<file path="src/rtl/adccc_pkg.sv">
// constants for the converter control block
package adccc_pkg;
    // register byte addresses
    localparam logic [7:0] CTRL_A_ADDR   = 8'h00;
    localparam logic [7:0] CTRL_B_ADDR   = 8'h04;
    localparam logic [7:0] RES_LOW_ADDR  = 8'h08;
    localparam logic [7:0] RES_HIGH_ADDR = 8'h0c;
    localparam logic [7:0] PIN_SEL_ADDR  = 8'h10;
    localparam logic [7:0] INT_EN_ADDR   = 8'h14;
    localparam logic [7:0] INT_FLAG_ADDR = 8'h18;
    // control a field positions
    localparam int START_BIT  = 7;
    localparam int BUSY_BIT   = 6;
    localparam int PWR_BIT    = 5;
    localparam int DRIVE_BIT  = 4;
    localparam int CHSEL_BIT  = 0;
    // control b field positions
    localparam int SRC_LSB    = 5;
    localparam int REFSEL_BIT = 4;
    localparam int AMPV_BIT   = 3;
    localparam int DIV_LSB    = 0;
    // interrupt enable field positions
    localparam int GIE_BIT    = 0;
    localparam int CIE_BIT    = 1;
    // reset values
    localparam logic [7:0] CTRL_A_RST = 8'h00;
    localparam logic [7:0] CTRL_B_RST = 8'h00;
    // conversion timing in conversion clock cycles
    localparam int SAMPLE_CYC  = 4;
    localparam int CONVERT_CYC = 10;
    localparam int TOTAL_CYC   = SAMPLE_CYC + CONVERT_CYC;
    // input source codes
    localparam logic [1:0] SRC_EXT0   = 2'h0;
    localparam logic [1:0] SRC_BANDGAP = 2'h1;
    localparam logic [1:0] SRC_AMP    = 2'h2;
    localparam logic [1:0] SRC_EXT1   = 2'h3;
    // analog mux select codes driven out
    localparam logic [1:0] MUX_PIN0 = 2'h0;
    localparam logic [1:0] MUX_PIN1 = 2'h1;
    localparam logic [1:0] MUX_BG   = 2'h2;
    localparam logic [1:0] MUX_AMP  = 2'h3;
endpackage

</file>
<file path="src/rtl/adccc_top.sv">
// converter control: AHB-Lite registers, divider, sequencer and result store
// Function
// - reference select picks supply or regulator
// - analog pin drops digital function and pullup
// - source codes 00/11 convert external channel
// - channel bit picks pin zero or one
// - 01 bandgap, 10 amplifier, channel ignored
// - start bit low-high-low pulse starts conversion
// - busy set once conversion starts
// - completion clears busy, sets request flag
// - interrupt needs global and converter enable
// - conversion clock is source over power two
// - converter powered only while enable high
// - 4 sample plus 10 convert cycles
// - disabling clears both result registers
// - result valid once busy is low
// - unsigned 10-bit code, full scale 3ff
// - result left aligned across two bytes
// - source clock from internal fast oscillator
//
// Added by the designer: register access over AHB-Lite and the address map.
`timescale 1ns/1ps
`default_nettype none
module adccc_top #(
    parameter int DW = 10
) (
    input  wire  logic          clk_i,
    input  wire  logic          srst_i,
    input  wire  logic          hsel_i,
    input  wire  logic [31:0]   haddr_i,
    input  wire  logic [1:0]    htrans_i,
    input  wire  logic          hwrite_i,
    input  wire  logic [2:0]    hsize_i,
    input  wire  logic [31:0]   hwdata_i,
    input  wire  logic          hready_i,
    output logic [31:0]         hrdata_o,
    output logic                hreadyout_o,
    output logic                hresp_o,
    input  wire  logic [DW-1:0] conv_data_i,
    output logic                conv_power_o,
    output logic                conv_sample_o,
    output logic                conv_clk_en_o,
    output logic [1:0]          input_mux_o,
    output logic                reference_select_o,
    output logic [1:0]          pin_analog_o,
    output logic                irq_o
);
    typedef enum logic [2:0] {
        ADCCC_IDLE   = 3'b001,
        ADCCC_SAMPLE = 3'b010,
        ADCCC_CONV   = 3'b100
    } adccc_state_t;

    logic [7:0]   ctrl_a_r;
    logic [7:0]   ctrl_b_r;
    logic [1:0]   pin_sel_r;
    logic [1:0]   int_en_r;
    logic         int_flag_r;
    logic [7:0]   res_high_r;
    logic [1:0]   res_low_r;
    logic         busy_r;
    adccc_state_t state_r;
    logic [3:0]   cyc_r;
    logic [6:0]   div_cnt_r;
    logic         tick_r;
    logic         start_prev_r;
    logic         wr_pend_r;
    logic [7:0]   wr_addr_r;
    logic         start_req;
    logic         done_ev;
    logic         wr_intflag;
    logic [6:0]   div_mask;

    // power of two divider mask from the 3-bit code
    function automatic logic [6:0] div_mask_f(input logic [2:0] code);
        div_mask_f = 7'((8'h01 << code) - 8'h01);
    endfunction

    // mux select from source field and channel bit
    function automatic logic [1:0] mux_f(input logic [1:0] src, input logic ch);
        unique case (src)
            adccc_pkg::SRC_BANDGAP: mux_f = adccc_pkg::MUX_BG;
            adccc_pkg::SRC_AMP:     mux_f = adccc_pkg::MUX_AMP;
            default:                mux_f = ch ? adccc_pkg::MUX_PIN1 : adccc_pkg::MUX_PIN0;
        endcase
    endfunction

    // AHB-Lite address phase capture, zero wait states
    always_ff @(posedge clk_i) begin
        if (srst_i) begin
            wr_pend_r <= 1'b0;
            wr_addr_r <= 8'h00;
        end else if (hready_i) begin
            wr_pend_r <= hsel_i && htrans_i[1] && hwrite_i;
            wr_addr_r <= haddr_i[7:0];
        end
    end

    // read data registered at the address phase
    always_ff @(posedge clk_i) begin
        if (srst_i) begin
            hrdata_o <= 32'h0000_0000;
        end else if (hready_i && hsel_i && htrans_i[1] && !hwrite_i) begin
            unique case (haddr_i[7:0])
                adccc_pkg::CTRL_A_ADDR:   hrdata_o <= {24'h0, ctrl_a_r[7], busy_r, ctrl_a_r[5:4], 3'h0, ctrl_a_r[0]};
                adccc_pkg::CTRL_B_ADDR:   hrdata_o <= {24'h0, 1'b0, ctrl_b_r[6:0]};
                adccc_pkg::RES_LOW_ADDR:  hrdata_o <= {24'h0, res_low_r, 6'h00};
                adccc_pkg::RES_HIGH_ADDR: hrdata_o <= {24'h0, res_high_r};
                adccc_pkg::PIN_SEL_ADDR:  hrdata_o <= {30'h0, pin_sel_r};
                adccc_pkg::INT_EN_ADDR:   hrdata_o <= {30'h0, int_en_r};
                adccc_pkg::INT_FLAG_ADDR: hrdata_o <= {31'h0, int_flag_r};
                default:                  hrdata_o <= 32'h0000_0000;
            endcase
        end
    end

    // always ready, always OKAY
    always_ff @(posedge clk_i) begin
        hreadyout_o <= 1'b1;
        hresp_o     <= 1'b0;
    end

    // control registers written in the data phase
    always_ff @(posedge clk_i) begin
        if (srst_i) begin
            ctrl_a_r  <= adccc_pkg::CTRL_A_RST;
            ctrl_b_r  <= adccc_pkg::CTRL_B_RST;
            pin_sel_r <= 2'h0;
            int_en_r  <= 2'h0;
        end else if (wr_pend_r) begin
            unique case (wr_addr_r)
                adccc_pkg::CTRL_A_ADDR:  ctrl_a_r  <= hwdata_i[7:0] & 8'hb1;
                adccc_pkg::CTRL_B_ADDR:  ctrl_b_r  <= hwdata_i[7:0] & 8'h7f;
                adccc_pkg::PIN_SEL_ADDR: pin_sel_r <= hwdata_i[1:0];
                adccc_pkg::INT_EN_ADDR:  int_en_r  <= hwdata_i[1:0];
                default: ;
            endcase
        end
    end

    assign wr_intflag = wr_pend_r && (wr_addr_r == adccc_pkg::INT_FLAG_ADDR) && hwdata_i[0];

    // falling edge of start bit, only when powered
    always_ff @(posedge clk_i) begin
        if (srst_i) begin
            start_prev_r <= 1'b0;
        end else begin
            // a high level written while off must not arm a start later
            start_prev_r <= ctrl_a_r[adccc_pkg::START_BIT] && ctrl_a_r[adccc_pkg::PWR_BIT];
        end
    end
    assign start_req = start_prev_r && !ctrl_a_r[adccc_pkg::START_BIT]
                       && ctrl_a_r[adccc_pkg::PWR_BIT] && !busy_r;

    // clk_i is the internal fast oscillator
    assign div_mask = div_mask_f(ctrl_b_r[adccc_pkg::DIV_LSB +: 3]);
    always_ff @(posedge clk_i) begin
        if (srst_i || start_req) begin
            // restart so the first tick is a whole period after start
            div_cnt_r <= 7'h00;
            tick_r    <= 1'b0;
        end else begin
            tick_r    <= (div_cnt_r & div_mask) == div_mask;
            div_cnt_r <= ((div_cnt_r & div_mask) == div_mask) ? 7'h00 : 7'(div_cnt_r + 7'h01);
        end
    end

    // 4 sample then 10 convert clock cycles
    always_ff @(posedge clk_i) begin
        if (srst_i || !ctrl_a_r[adccc_pkg::PWR_BIT]) begin
            state_r <= ADCCC_IDLE;
            cyc_r   <= 4'h0;
        end else begin
            unique case (state_r)
                ADCCC_IDLE: begin
                    if (start_req) begin
                        state_r <= ADCCC_SAMPLE;
                        cyc_r   <= 4'h0;
                    end
                end
                ADCCC_SAMPLE: begin
                    if (tick_r) begin
                        cyc_r <= 4'(cyc_r + 4'h1);
                        if (cyc_r == 4'(adccc_pkg::SAMPLE_CYC - 1)) begin
                            state_r <= ADCCC_CONV;
                        end
                    end
                end
                ADCCC_CONV: begin
                    if (tick_r) begin
                        cyc_r <= 4'(cyc_r + 4'h1);
                        if (cyc_r == 4'(adccc_pkg::TOTAL_CYC - 1)) begin
                            state_r <= ADCCC_IDLE;
                        end
                    end
                end
            endcase
        end
    end

    assign done_ev = (state_r == ADCCC_CONV) && tick_r && (cyc_r == 4'(adccc_pkg::TOTAL_CYC - 1));

    always_ff @(posedge clk_i) begin
        if (srst_i || !ctrl_a_r[adccc_pkg::PWR_BIT]) begin
            busy_r <= 1'b0;
        end else if (start_req) begin
            busy_r <= 1'b1;
        end else if (done_ev) begin
            busy_r <= 1'b0;
        end
    end

    // request flag set on completion, set beats clear
    always_ff @(posedge clk_i) begin
        if (srst_i) begin
            int_flag_r <= 1'b0;
        end else if (done_ev) begin
            int_flag_r <= 1'b1;
        end else if (wr_intflag) begin
            int_flag_r <= 1'b0;
        end
    end

    always_ff @(posedge clk_i) begin
        if (srst_i || !ctrl_a_r[adccc_pkg::PWR_BIT]) begin
            // power off aborts and empties the result pair
            res_high_r <= 8'h00;
            res_low_r  <= 2'h0;
        end else if (done_ev) begin
            res_high_r <= conv_data_i[DW-1:DW-8];
            res_low_r  <= conv_data_i[1:0];
        end
    end

    always_ff @(posedge clk_i) begin
        if (srst_i) begin
            conv_power_o <= 1'b0;
        end else begin
            conv_power_o <= ctrl_a_r[adccc_pkg::PWR_BIT];
        end
    end

    // sampling window strobe to the analog side
    always_ff @(posedge clk_i) begin
        if (srst_i) begin
            conv_sample_o <= 1'b0;
        end else begin
            conv_sample_o <= state_r == ADCCC_SAMPLE;
        end
    end

    // one conversion clock strobe per tick while sampling or converting
    always_ff @(posedge clk_i) begin
        if (srst_i) begin
            conv_clk_en_o <= 1'b0;
        end else begin
            conv_clk_en_o <= tick_r && (state_r != ADCCC_IDLE);
        end
    end

    always_ff @(posedge clk_i) begin
        if (srst_i) begin
            input_mux_o <= adccc_pkg::MUX_PIN0;
        end else begin
            input_mux_o <= mux_f(ctrl_b_r[adccc_pkg::SRC_LSB +: 2], ctrl_a_r[adccc_pkg::CHSEL_BIT]);
        end
    end

    always_ff @(posedge clk_i) begin
        if (srst_i) begin
            reference_select_o <= 1'b0;
        end else begin
            reference_select_o <= ctrl_b_r[adccc_pkg::REFSEL_BIT];
        end
    end

    always_ff @(posedge clk_i) begin
        if (srst_i) begin
            pin_analog_o <= 2'h0;
        end else begin
            pin_analog_o <= pin_sel_r;
        end
    end

    always_ff @(posedge clk_i) begin
        if (srst_i) begin
            irq_o <= 1'b0;
        end else begin
            irq_o <= int_flag_r && int_en_r[adccc_pkg::GIE_BIT] && int_en_r[adccc_pkg::CIE_BIT];
        end
    end
endmodule
`default_nettype wire

</file>
<file path="config.mk">
export PLATFORM = sky130hd
export DESIGN_NAME = adccc_top
export DESIGN_NICKNAME = d
export VERILOG_FILES = /design/src/rtl/adccc_pkg.sv /design/src/rtl/adccc_top.sv
export SDC_FILE = /design/constraint.sdc
export NUM_CORES = 1
export LEC_CHECK = 0
export ABC_AREA = 1
export BUFFER_PORTS_ARGS = -buffer_cell sky130_fd_sc_hd__buf_2
export CAP_MARGIN = 20
export CORE_MARGIN = 2
export CORE_UTILIZATION = 30
export CTS_BUF_LIST = sky130_fd_sc_hd__clkbuf_4
export DETAILED_ROUTE_END_ITERATION = 16
export HOLD_SLACK_MARGIN = 0.06
export PLACE_DENSITY = 0.54
export SKIP_CTS_REPAIR_TIMING = 1
export SYNTH_ARGS = -nofsm -noshare
export SYNTH_HDL_FRONTEND = slang
export SYNTH_SLANG_ARGS = --single-unit
</file>
<file path="constraint.sdc">
create_clock -name clk_i -period 4.3 [get_ports clk_i]
set_clock_uncertainty 0.1 [all_clocks]
set_input_delay 0.86 -clock clk_i [delete_from_list [all_inputs] [get_ports clk_i]]
set_output_delay 0.86 -clock clk_i [all_outputs]
set_load 0.02 [all_outputs]
</file>
After elaboration in Yosys (flattened, before gate mapping). Cells that the tools add are included.

$add $sub $neg: 3. Equal/unequal tests: 25. Shifts and indexed selects: 1. Mux-type cells: 16. Bitwise logic cells: 1. Reduce and logical (&&, ||, !) cells: 34.

Operators with widths (number): case mux 8 bit (7 select lines) (1); == test 8 x 5 -> 1 bit (second input constant) (6); == test 8 x 3 -> 1 bit (second input constant) (2); == test 8 x 4 -> 1 bit (second input constant) (2); logical AND 1 bit (16); logical NOT 8 bit (2); 2-to-1 mux 3 bit (5); != test 2 bit (second input constant) (5); AND reduction 2 bit (5); case mux 3 bit (3 select lines) (1); 2-to-1 mux 4 bit (2); case mux 4 bit (2 select lines) (1); adder 7 x 1 -> 7 bit (second input constant) (1); AND 7 bit (1); == test 7 bit (1); << shifter 1 x 3 -> 7 bit (first input constant) (1); subtractor 7 x 1 -> 7 bit (second input constant) (1); 2-to-1 mux 1 bit (5); AND reduction 5 bit (1); adder 4 x 1 -> 4 bit (second input constant) (1); == test 4 x 2 -> 1 bit (second input constant) (1); == test 4 bit (second input constant) (1); logical NOT 1 bit (4); case mux 2 bit (2 select lines) (1); 10 further kinds (13).

Flip-flop bits (word level): 93. Output and inout port bits: 43.

Logic depth before layout (Yosys ltp). Gate-level depths: netlist of the first run.

Depth after elaboration: 6. Gate-level depth with buffers: 10. Gate-level depth less buffers: 10.

Worst setup path after synthesis of the first run. No wires, ideal clock.

Path kind: input -> register. Start point: in hready_i. End point: reg hrdata_o[4]. Library setup time: 0.134 ns. Data arrival time: 1.572 ns. Data required time: 4.066 ns. Path slack: 2.494 ns. Stages: 6. Cells stage by stage: buf_2 nand3_1 nor2_2 inv_1 nand2_1 a21oi_1.

Longest elaborated chain between the ends: 3.

Ends and longest elaborated chain: from (decl) (RTL line adccc_top.sv:35) `input wire logic hready_i,`; logical AND 1 bit (3 in a row) (RTL line adccc_top.sv:103) `end else if (hready_i && hsel_i && htrans_i[1] && !hwrite_i) begin`; to (signal assigned) (RTL line adccc_top.sv:105) `adccc_pkg::CTRL_A_ADDR: hrdata_o <= {24'h0, ctrl_a_r[7], busy_r, ctrl_a_r[5:4], 3'h0, ctrl_a_r[0]};`; to (signal assigned) (RTL line adccc_top.sv:106) `adccc_pkg::CTRL_B_ADDR: hrdata_o <= {24'h0, 1'b0, ctrl_b_r[6:0]};`; to (signal assigned) (RTL line adccc_top.sv:107) `adccc_pkg::RES_LOW_ADDR: hrdata_o <= {24'h0, res_low_r, 6'h00};`; to (decl) (RTL line adccc_top.sv:36) `output logic [31:0] hrdata_o,`.

Every way passes these cells. A chain may end at the register's enable or synchronous reset.

Final worst setup path of the first run.
Start point: in srst_i. End point: reg cyc_r[0].

Longest elaborated chain between the ends: 1.

Ends and longest elaborated chain: from (decl) (RTL line adccc_top.sv:28) `input wire logic srst_i,`; logical OR 1 bit (RTL line adccc_top.sv:170) `if (srst_i || !ctrl_a_r[adccc_pkg::PWR_BIT]) begin`; to (signal assigned) (RTL line adccc_top.sv:183) `cyc_r <= 4'(cyc_r + 4'h1);`; to (signal assigned) (RTL line adccc_top.sv:191) `cyc_r <= 4'(cyc_r + 4'h1);`; to (decl) (RTL line adccc_top.sv:63) `logic [3:0] cyc_r;`.

Every way passes these cells.

==> results of run 1 <==
## state kept, by name, indices dropped and copies added (netlist names), 2 cells and up
register,cells
pin_sel_r,2
hrdata_o,8
input_mux_o,2
cyc_r,4
int_en_r,2
state_r,3
wr_addr_r,8
res_high_r,8
ctrl_a_r,4
div_cnt_r,7
res_low_r,2
pin_analog_o,2
ctrl_b_r,7
## worst max-delay path by stage
stage,slack [ps],end,from,cells past startpoint
2_1_floorplan,2490,hrdata_o[4]$_SDFFE_PP0P_,hready_i,6
5_1_grt,1960,cyc_r[0]$_SDFFE_PP0P_,srst_i,6
4_1_cts,2090,cyc_r[0]$_SDFFE_PP0P_,srst_i,6
6_report,2120,cyc_r[0]$_SDFFE_PP0P_,srst_i,6
3_5_place_dp,1630,cyc_r[0]$_SDFFE_PP0P_,srst_i,6
3_3_place_gp,1610,cyc_r[0]$_SDFFE_PP0P_,srst_i,6
## cell usage after synthesis, types with 5 or more instances
cell	count	area (µm²)
inv_2	7	26.3
nand2_1	59	221
nand3_1	25	125
nand4_1	7	43.8
dfxtp_1	69	1380
ha_1	5	62.6
o21ai_1	18	90.1
nor2_1	47	176
inv_1	43	161
a21oi_1	35	175
buf_4	26	195
nor3_2	8	80.1
o21ai_0	29	145
nor3_1	5	25.0
a21oi_2	7	61.3
## layer usage
layer	vias to the layer above	wire, µm
met4	0	80
met3	8	317
met2	66	3530
met5	-	0
li1	1445	-
met1	1235	3480
## area by class of cell
type,count,area (µm²)
Sequential cell,69,1380
Tap cell,140,175
Fill cell,1160,7050
Inverter,51,194
Multi-Input combinational cell,297,1520
Clock buffer,9,67.6
Clock inverter,7,72.6
Timing Repair Buffer,48,240
## placed cells by master, fill, tap and decap left out, types with 2 or more instances in the layout
master and instances:
dfxtp_1 69, nand2_1 59, buf_2 48, nor2_1 47
inv_1 43, a21oi_1 35, o21ai_0 29, conb_1 26
nand3_1 25, o21ai_1 18, clkbuf_4 9, nor3_2 8
inv_2 7, nand4_1 7, a21oi_2 7, nor3_1 5
ha_1 5, xor2_1 4, o211ai_1 4, nor2_4 4
nor2_2 4, inv_6 3, xnor2_1 2, o22ai_1 2
nand2_2 2
## power groups by stage
stage	logic [µW]	registers, µW	clock network (µW)
after floorplan	73.0	664	0
after global placement	80.9	665	0
after CTS	82.7	651	451
after detailed placement	82.5	665	0
after global routing	92.4	652	489
final	82.7	651	438
## logic make-up after synthesis
group,Yosys count
buf+inv,86
other cells,2
fa+ha+maj,5
compound gates,97
xor+xnor,6
simple gates,163
flops,69
## per-stage QoR
| step | power [µW] | setup WS (ps) | instances | instance area (µm²) | util [%] |
|---|---|---|---|---|---|
| after floorplan | 737 | 2490 | 452 | 3350 | - |
| after global placement | 746 | 1610 | 605 | 3510 | 32.8 |
| after detailed placement | 748 | 1630 | 605 | 3510 | 32.8 |
| after CTS | 1180 | 2090 | 621 | 3650 | 34.1 |
| after global routing | 1230 | 1960 | 621 | 3650 | 34.1 |
| final | 1170 | 2120 | 621 | 3650 | 34.1 |
## critical path, stage by stage
cell     delay, ps
buf_2          230
nor2_1         550
inv_1          280
a21oi_1        290
o21ai_1        100
a21oi_1        120
==> metrics.csv, run 1 <==
metric,value,unit
status,completed,
p_seq_share,55.6,%
reg2reg_slack,2430,ps
drc,0,
cts.htree.levels,3,
fp.dieH,108,µm
antenna_cells,0,
syn_area,3260,µm²
hold_violations,0,
layout-drive-gt1-share,20.4,%
p_clk_share,37.4,%
gp_congestion,0.842,
hold_ws,364,ps
vias,2754,
min_from,pin_sel_r[0]$_SDFFE_PP0P_,
ios,127,
slew_headroom,57.6,%
synth_cell_types,32,
wl_per_cell,11.9,µm
grt_antenna_before_repair,0,
avgSynthCellArea,7.61,µm²
nNetsFinal,565,
ys_async_sr_fraction,0,%
synth-edff-count,0,
grt_pass1_wl,12.1,mm
use_met1,16.7,%
min_to,pin_analog_o[0]$_SDFF_PP0_,
cts_sinks,69,
fmax,0.460,GHz
drv_slew,0,
max-vdd-ir-drop,0.000101,V
path_class,input port to flop,
design.core.area,10700,µm²
final_antenna_net_count,0,
worstSetupEndpointType,flop,
hpwl,5.63,mm
powerDensity,321,nW/µm²
holdPathStages,2,
dieArea,11700,µm²
yosys.area_share.adder,1.92,%
required,4560,ps
post-route-min-period,2180,ps
p_leak,0.00145,µW
p_sw_share,27.7,%
drt_first_pass_iters,5,
synth_xor_xnor_area_share,1.61,%
cts_root_buf,clkbuf_4,
grt_max_degree,27,
grt.busiest_layer,met2,
r2r-end,cyc_r[0]$_SDFFE_PP0P_,
die_w,108,µm
synth.yosys.warnings,0,
p_int,847,µW
worst_pin_slew,634,ps
grt_overflow_total,0,
r2r_cells,6,
grt_usage,13.5,%
path_clk_slew,130,ps
worst_hold_path_type,flop to flop,
synth.area.mux_share,0,%
clk_latency,420,ps
synth_compound_area_share,16.3,%
finalSetupViolations,0,
reg2reg_from,ctrl_a_r[5]$_SDFFE_PP0P_,
synth_top_family_by_area,simple AND/OR/NAND/NOR gates,
maxCapViolCount,0,
ys.flop_type,dfxtp_1,
postSynthCellCount,428,
portBuffers,48,
initial_core_util,30.4,%
routed_wl,7.40,mm
met3_usage,3.50,%
switchingPower,325,µW
area_growth,12.1,%
yosys.area_share.simple,23.9,%
yosysSeqAreaShare,42.4,%
numCtsBuffers,9,
drt_iter0_drc,122,
cp-start-kind,input port,
rsz0062_at_grt,false,
yosys_register_bits,69,
ctsLongestPathBuffers,2,
setup_tns,0,ps
combPwrFrac,7.1,%
grt_pass1_vias,2541,
fp-row-count,38,
cts_tree,yes,
grt_util_met2,22.6,%
avgViaCountPerCell,4.43,
worstPathArrival,2440,ps
period_share,50.6,%
crit_path_max_fanout,18,
(Power assumes the default switching activity.)
==> inputs of run 2 (changes only) <==
Settings changed: PLACE_DENSITY 0.54 to 0.56.
Clock period 4.3 ns to 1.8 ns, I/O delays scaled along.
==> run 2 against run 1 <==
Effect of this change:
- die area stayed put
- highest routed layer unchanged
- register-to-register slack worse by 2300 ps
- worst setup slack worse by 2000 ps
- cell area is 4.8% higher
==> metrics.csv, run 2 (synthesis gave the netlist of run 1 again) <==
metric,value,unit,change
reg2reg_slack,100,ps,was 2430 ps
grt_overflow_total,0,,unchanged
path_class,flop to flop,,was input port to flop
placed_area,3560,µm²,was 3510 µm²
grt_max_degree,26,,was 27
area_growth,17.5,%,was 12.1%
worstPathArrival,1910,ps,was 2440 ps
final_area,3830,µm²,was 3650 µm²
powerDensity,801,nW/µm²,was 321 nW/µm²
ios,127,,unchanged
drt_first_pass_iters,4,,was 5
nNetsFinal,577,,was 565
max-vdd-ir-drop,0.000316,V,was 0.000101 V
worstSetupEndpointType,flop,,unchanged
routed_wl,7.31,mm,was 7.40 mm
die_w,108,µm,unchanged
grt_pass1_vias,2527,,was 2541
r2r_cells,8,,was 6
status,completed,,unchanged
holdPathStages,3,,was 2
layout-drive-gt1-share,23.3,%,was 20.4%
design.core.area,10700,µm²,unchanged
antenna_cells,0,,unchanged
grt_pass1_wl,11.7,mm,was 12.1 mm
worst_hold_path_type,input port to flop,,was flop to flop
cp-start-kind,flop,,was input port
initial_core_util,30.4,%,unchanged
grt_antenna_before_repair,0,,unchanged
path_clk_slew,120,ps,was 130 ps
grt_usage,13.1,%,was 13.5%
vias,2789,,was 2754
fmax,0.588,GHz,
fp.dieH,108,µm,unchanged
cts_tree,yes,,unchanged
dieArea,11700,µm²,unchanged
p_leak,0.00153,µW,was 0.00145 µW
period_share,94.5,%,
stdcell_count,633,,was 621
cts.htree.levels,3,,unchanged
drc,0,,unchanged
final_common_cell,dfxtp_1,,unchanged
ctsLongestPathBuffers,2,,unchanged
drt_iter0_drc,129,,was 122
top_regs,"hrdata_o: 8 flops, res_high_r: 8 flops, wr_addr_r: 8 flops",,unchanged
post-route-min-period,1700,ps,
hpwl,5.56,mm,was 5.63 mm
portBuffers,48,,unchanged
fp-row-count,38,,unchanged
wl_per_cell,11.6,µm,was 11.9 µm
maxCapViolCount,0,,unchanged
clk_latency,430,ps,was 420 ps
cts_sinks,69,,unchanged
numCtsBuffers,9,,unchanged
final_cell_mix,"dfxtp_1 (66), nand2_1 (58), buf_2 (48)",,"was dfxtp_1 (69), nand2_1 (59), buf_2 (48)"
avgViaCountPerCell,4.41,,was 4.43
cts_root_buf,clkbuf_4,,unchanged
power,3070,µW,was 1170 µW
required,2010,ps,was 4560 ps
finalSetupViolations,0,,unchanged
post-place-cells,612,,was 605
drv_slew,0,,unchanged
final_antenna_net_count,0,,unchanged
crit_path_max_fanout,7,,was 18
hold_violations,0,,unchanged
gp_congestion,0.834,,was 0.842
## run 2: cell count changes in the layout (fill, tap and decap cells not counted), sizes merged
cell         delta
inv             -2
clkinv          -1
buf             +9
dlygate4sd3     +3
clkinvlp        +1
bufinv          +2
## run 2: worst max-delay path: stages, from the launching register on
cell	delay, ps
dfxtp_4	370
nor2_4	110
nand2_1	60
ha_1	280
o22ai_2	80
nor3_2	150
nand2_1	120
nor2_4	240
nor3_2	70
## run 2: path summary, 6_finish.rpt
path	from	to
worst max-delay path	ctrl_b_r[2]$_SDFFE_PP0P_	div_cnt_r[4]$_SDFF_PP0_
worst max register to register	ctrl_b_r[2]$_SDFFE_PP0P_	div_cnt_r[4]$_SDFF_PP0_
worst min-delay path	conv_data_i[2]	res_high_r[0]$_SDFFE_PP0P_
worst min register to register	pin_sel_r[0]$_SDFFE_PP0P_	pin_analog_o[0]$_SDFF_PP0_
## run 2: routing by layer
| metal | up-vias | wire length, µm | share of wire [%] | GRT usage, % |
|---|---|---|---|---|
| met3 | 18 | 376 | 5.1 | 3.80 |
| met2 | 60 | 3260 | 45 | 21.0 |
| li1 | 1475 | - | - | - |
| met1 | 1236 | 3480 | 48 | 16.1 |
| met5 | - | 0 | 0 | 0 |
| met4 | 0 | 203 | 2.8 | 6.23 |
## run 2: area by class of cell
type,count,area [µm²]
Fill cell,1122,6870
Multi-Input combinational cell,297,1540
Sequential cell,69,1390
Timing Repair Buffer,60,338
Inverter,51,194
Tap cell,140,175
Clock inverter,7,123
Clock buffer,9,67.6
## run 2: report_power, final
| group | leakage, µW | internal, µW | switching, µW |
|---|---|---|---|
| registers | 0.000560 | 1540 | 11.9 |
| logic | 0.000877 | 59.0 | 147 |
| clock network | 0.0000928 | 709 | 598 |
## run 2: stage by stage
stage          hold slack (ps)  setup TNS (ps)  util [%]  worst slack (ps)
6_report                  74.9               0      35.8              98.6
4_1_cts                   25.9               0      35.1              64.3
3_3_place_gp               346               0      33.3              93.8
2_1_floorplan              325               0         -               185
3_5_place_dp               347               0      33.3              88.9
5_1_grt                   68.6           -16.0      35.8             -16.0
==> inputs of run 3 (changes only) <==
Settings changed: PLACE_DENSITY 0.56 to unset.
==> run 3 against run 2 <==
Effect of this change:
- combinational power about the same
- power decreased by 11%
- non-clock buffer count unchanged
- global-route usage decreased by 0.068 points
- clock power decreased by 26%
- worst hold slack improved by 24 ps
- core utilization decreased by 0.36 points
- sequential cell count unchanged
- die area unchanged
- fmax decreased by 1.2%
- sequential power about the same
- critical endpoint is now div_cnt_r[3]$_SDFF_PP0_
- largest power group unchanged
==> metrics.csv, run 3 (synthesis gave the netlist of run 1 again) <==
metric,value,unit,change
status,completed,,unchanged
drt_iter0_drc,154,,was 129
grt_pass1_wl,11.8,mm,was 11.7 mm
design.core.area,10700,µm²,unchanged
route.met2.wl,3.37,mm,was 3.26 mm
post-route-min-period,1720,ps,was 1700 ps
fp.dieH,108,µm,unchanged
worstSetupEndpointType,flop,,unchanged
final_common_cell,dfxtp_1,,unchanged
reg2reg_from,ctrl_b_r[2]$_SDFFE_PP0P_,,unchanged
gp_congestion,0.851,,was 0.834
area_growth,16.3,%,was 17.5%
wl_met1,3.41,mm,was 3.48 mm
top_regs,"hrdata_o: 8 flops, res_high_r: 8 flops, wr_addr_r: 8 flops",,unchanged
portBuffers,48,,unchanged
postLayoutCoreUtil,35.4,%,was 35.8%
p_leak,0.00150,µW,was 0.00153 µW
path_clk_slew,120,ps,about the same
cts_tree,yes,,unchanged
setup_tns,0,ps,unchanged
drc,0,,unchanged
cp_cell_sequence,nor2_4 -> nand2_2 -> ha_4 -> o22ai_2 -> nor3_2 -> nand2_2 -> nor2_4 -> nor3_2,,was nor2_4 -> nand2_1 -> ha_1 -> o22ai_2 -> nor3_2 -> nand2_1 -> nor2_4 -> nor3_2
drv_slew,0,,unchanged
holdPathStages,3,,unchanged
slowest_stage,dfxtp_4,,unchanged
path_class,flop to flop,,unchanged
finalSetupViolations,0,,unchanged
final_antenna_net_count,0,,unchanged
grt_pass1_vias,2607,,was 2527
power,2740,µW,was 3070 µW
dieArea,11700,µm²,unchanged
numCtsBuffers,9,,unchanged
grt_max_degree,26,,unchanged
wl_met3,359,µm,was 376 µm
vias,2811,,was 2789
max-vdd-ir-drop,0.000310,V,was 0.000316 V
worstPathArrival,1910,ps,about the same
fp-row-count,38,,unchanged
routed_wl,7.33,mm,was 7.31 mm
grt_overflow_total,0,,unchanged
wl_per_cell,11.6,µm,about the same
layout-drive-gt1-share,23.5,%,was 23.3%
avgViaCountPerCell,4.44,,was 4.41
min_to,res_high_r[0]$_SDFFE_PP0P_,,unchanged
r2r-end,div_cnt_r[3]$_SDFF_PP0_,,was div_cnt_r[4]$_SDFF_PP0_
nNetsFinal,577,,unchanged
hold_violations,0,,unchanged
ios,127,,unchanged
clk_latency,410,ps,was 430 ps
crit_path_max_fanout,7,,unchanged
initial_core_util,30.4,%,unchanged
worst_hold_path_type,input port to flop,,unchanged
die_w,108,µm,unchanged
grt_antenna_before_repair,0,,unchanged
rsz0062_at_grt,true,,
routed.top_layer,met4,,unchanged
cts_root_buf,clkbuf_4,,unchanged
min_from,conv_data_i[2],,unchanged
antenna_cells,0,,unchanged
r2r_cells,8,,unchanged
reg2reg_slack,80,ps,was 100 ps
drt_first_pass_iters,6,,was 4
required,1990,ps,was 2010 ps
powerDensity,722,nW/µm²,was 801 nW/µm²
maxCapViolCount,0,,unchanged
final_cell_mix,"dfxtp_1 (66), nand2_1 (56), buf_2 (48)",,"was dfxtp_1 (66), nand2_1 (58), buf_2 (48)"
hpwl,5.63,mm,was 5.56 mm
period_share,95.7,%,was 94.5%
cp-start-kind,flop,,unchanged
ctsLongestPathBuffers,2,,unchanged
cts.htree.levels,3,,unchanged
fmax,0.581,GHz,was 0.588 GHz
cp_slowest_stage_delay,380,ps,was 370 ps
cts_sinks,69,,unchanged
grt_usage,13.0,%,was 13.1%
==> run 3: area by class of cell <==
type                    count  area, µm²
repair buffers             60        338
well taps                 140        175
inverters                  51        194
clock inverters             7       66.3
flip-flops and latches     69       1390
fillers                  1132       6910
multi-input cells         297       1560
clock buffers               9       67.6
==> run 3: metrics by stage <==
stage	hold WS (ps)	setup slack [ps]	instance area [µm²]	cells
after floorplan	325	185	3350	452
final	98.6	78.0	3790	633
after global placement	348	102	3560	612
after detailed placement	351	79.5	3560	612
after global routing	63.4	-34.5	3790	633
after CTS	55.7	60.4	3700	628
==> run 3: power by group <==
part	switching, µW	leakage [µW]	total, µW	internal (µW)
sequential	11.4	0.000560	1550	1540
clock	560	0.0000670	974	414
combinational	149	0.000878	208	59.5
==> run 3: layer usage <==
metal	vias to the layer above	GRT usage, %
met5	-	0
met4	0	5.40
met3	16	4.22
met2	70	21.0
met1	1254	16.0
li1	1471	-
==> run 3: worst max-delay path by stage <==
stage	startpoint	end	slack, ps
after CTS	ctrl_b_r[2]$_SDFFE_PP0P_	div_cnt_r[3]$_SDFF_PP0_	60
after global placement	ctrl_b_r[2]$_SDFFE_PP0P_	div_cnt_r[6]$_SDFF_PP0_	100
after detailed placement	ctrl_b_r[2]$_SDFFE_PP0P_	div_cnt_r[5]$_SDFF_PP0_	80
after floorplan	ctrl_b_r[1]$_SDFFE_PP0P_	div_cnt_r[2]$_SDFF_PP0_	190
final	ctrl_b_r[2]$_SDFFE_PP0P_	div_cnt_r[3]$_SDFF_PP0_	80
after global routing	ctrl_b_r[2]$_SDFFE_PP0P_	div_cnt_r[3]$_SDFF_PP0_	-30
==> run 3: critical path: cells and delay by family (launching register included) <==
family                   cells  cell delay, ps
AND/OR/NAND/NOR              6             780
flip-flops                   1             380
adder cells (fa/ha/maj)      1             270
AO/OA/AOI/OAI                1              70
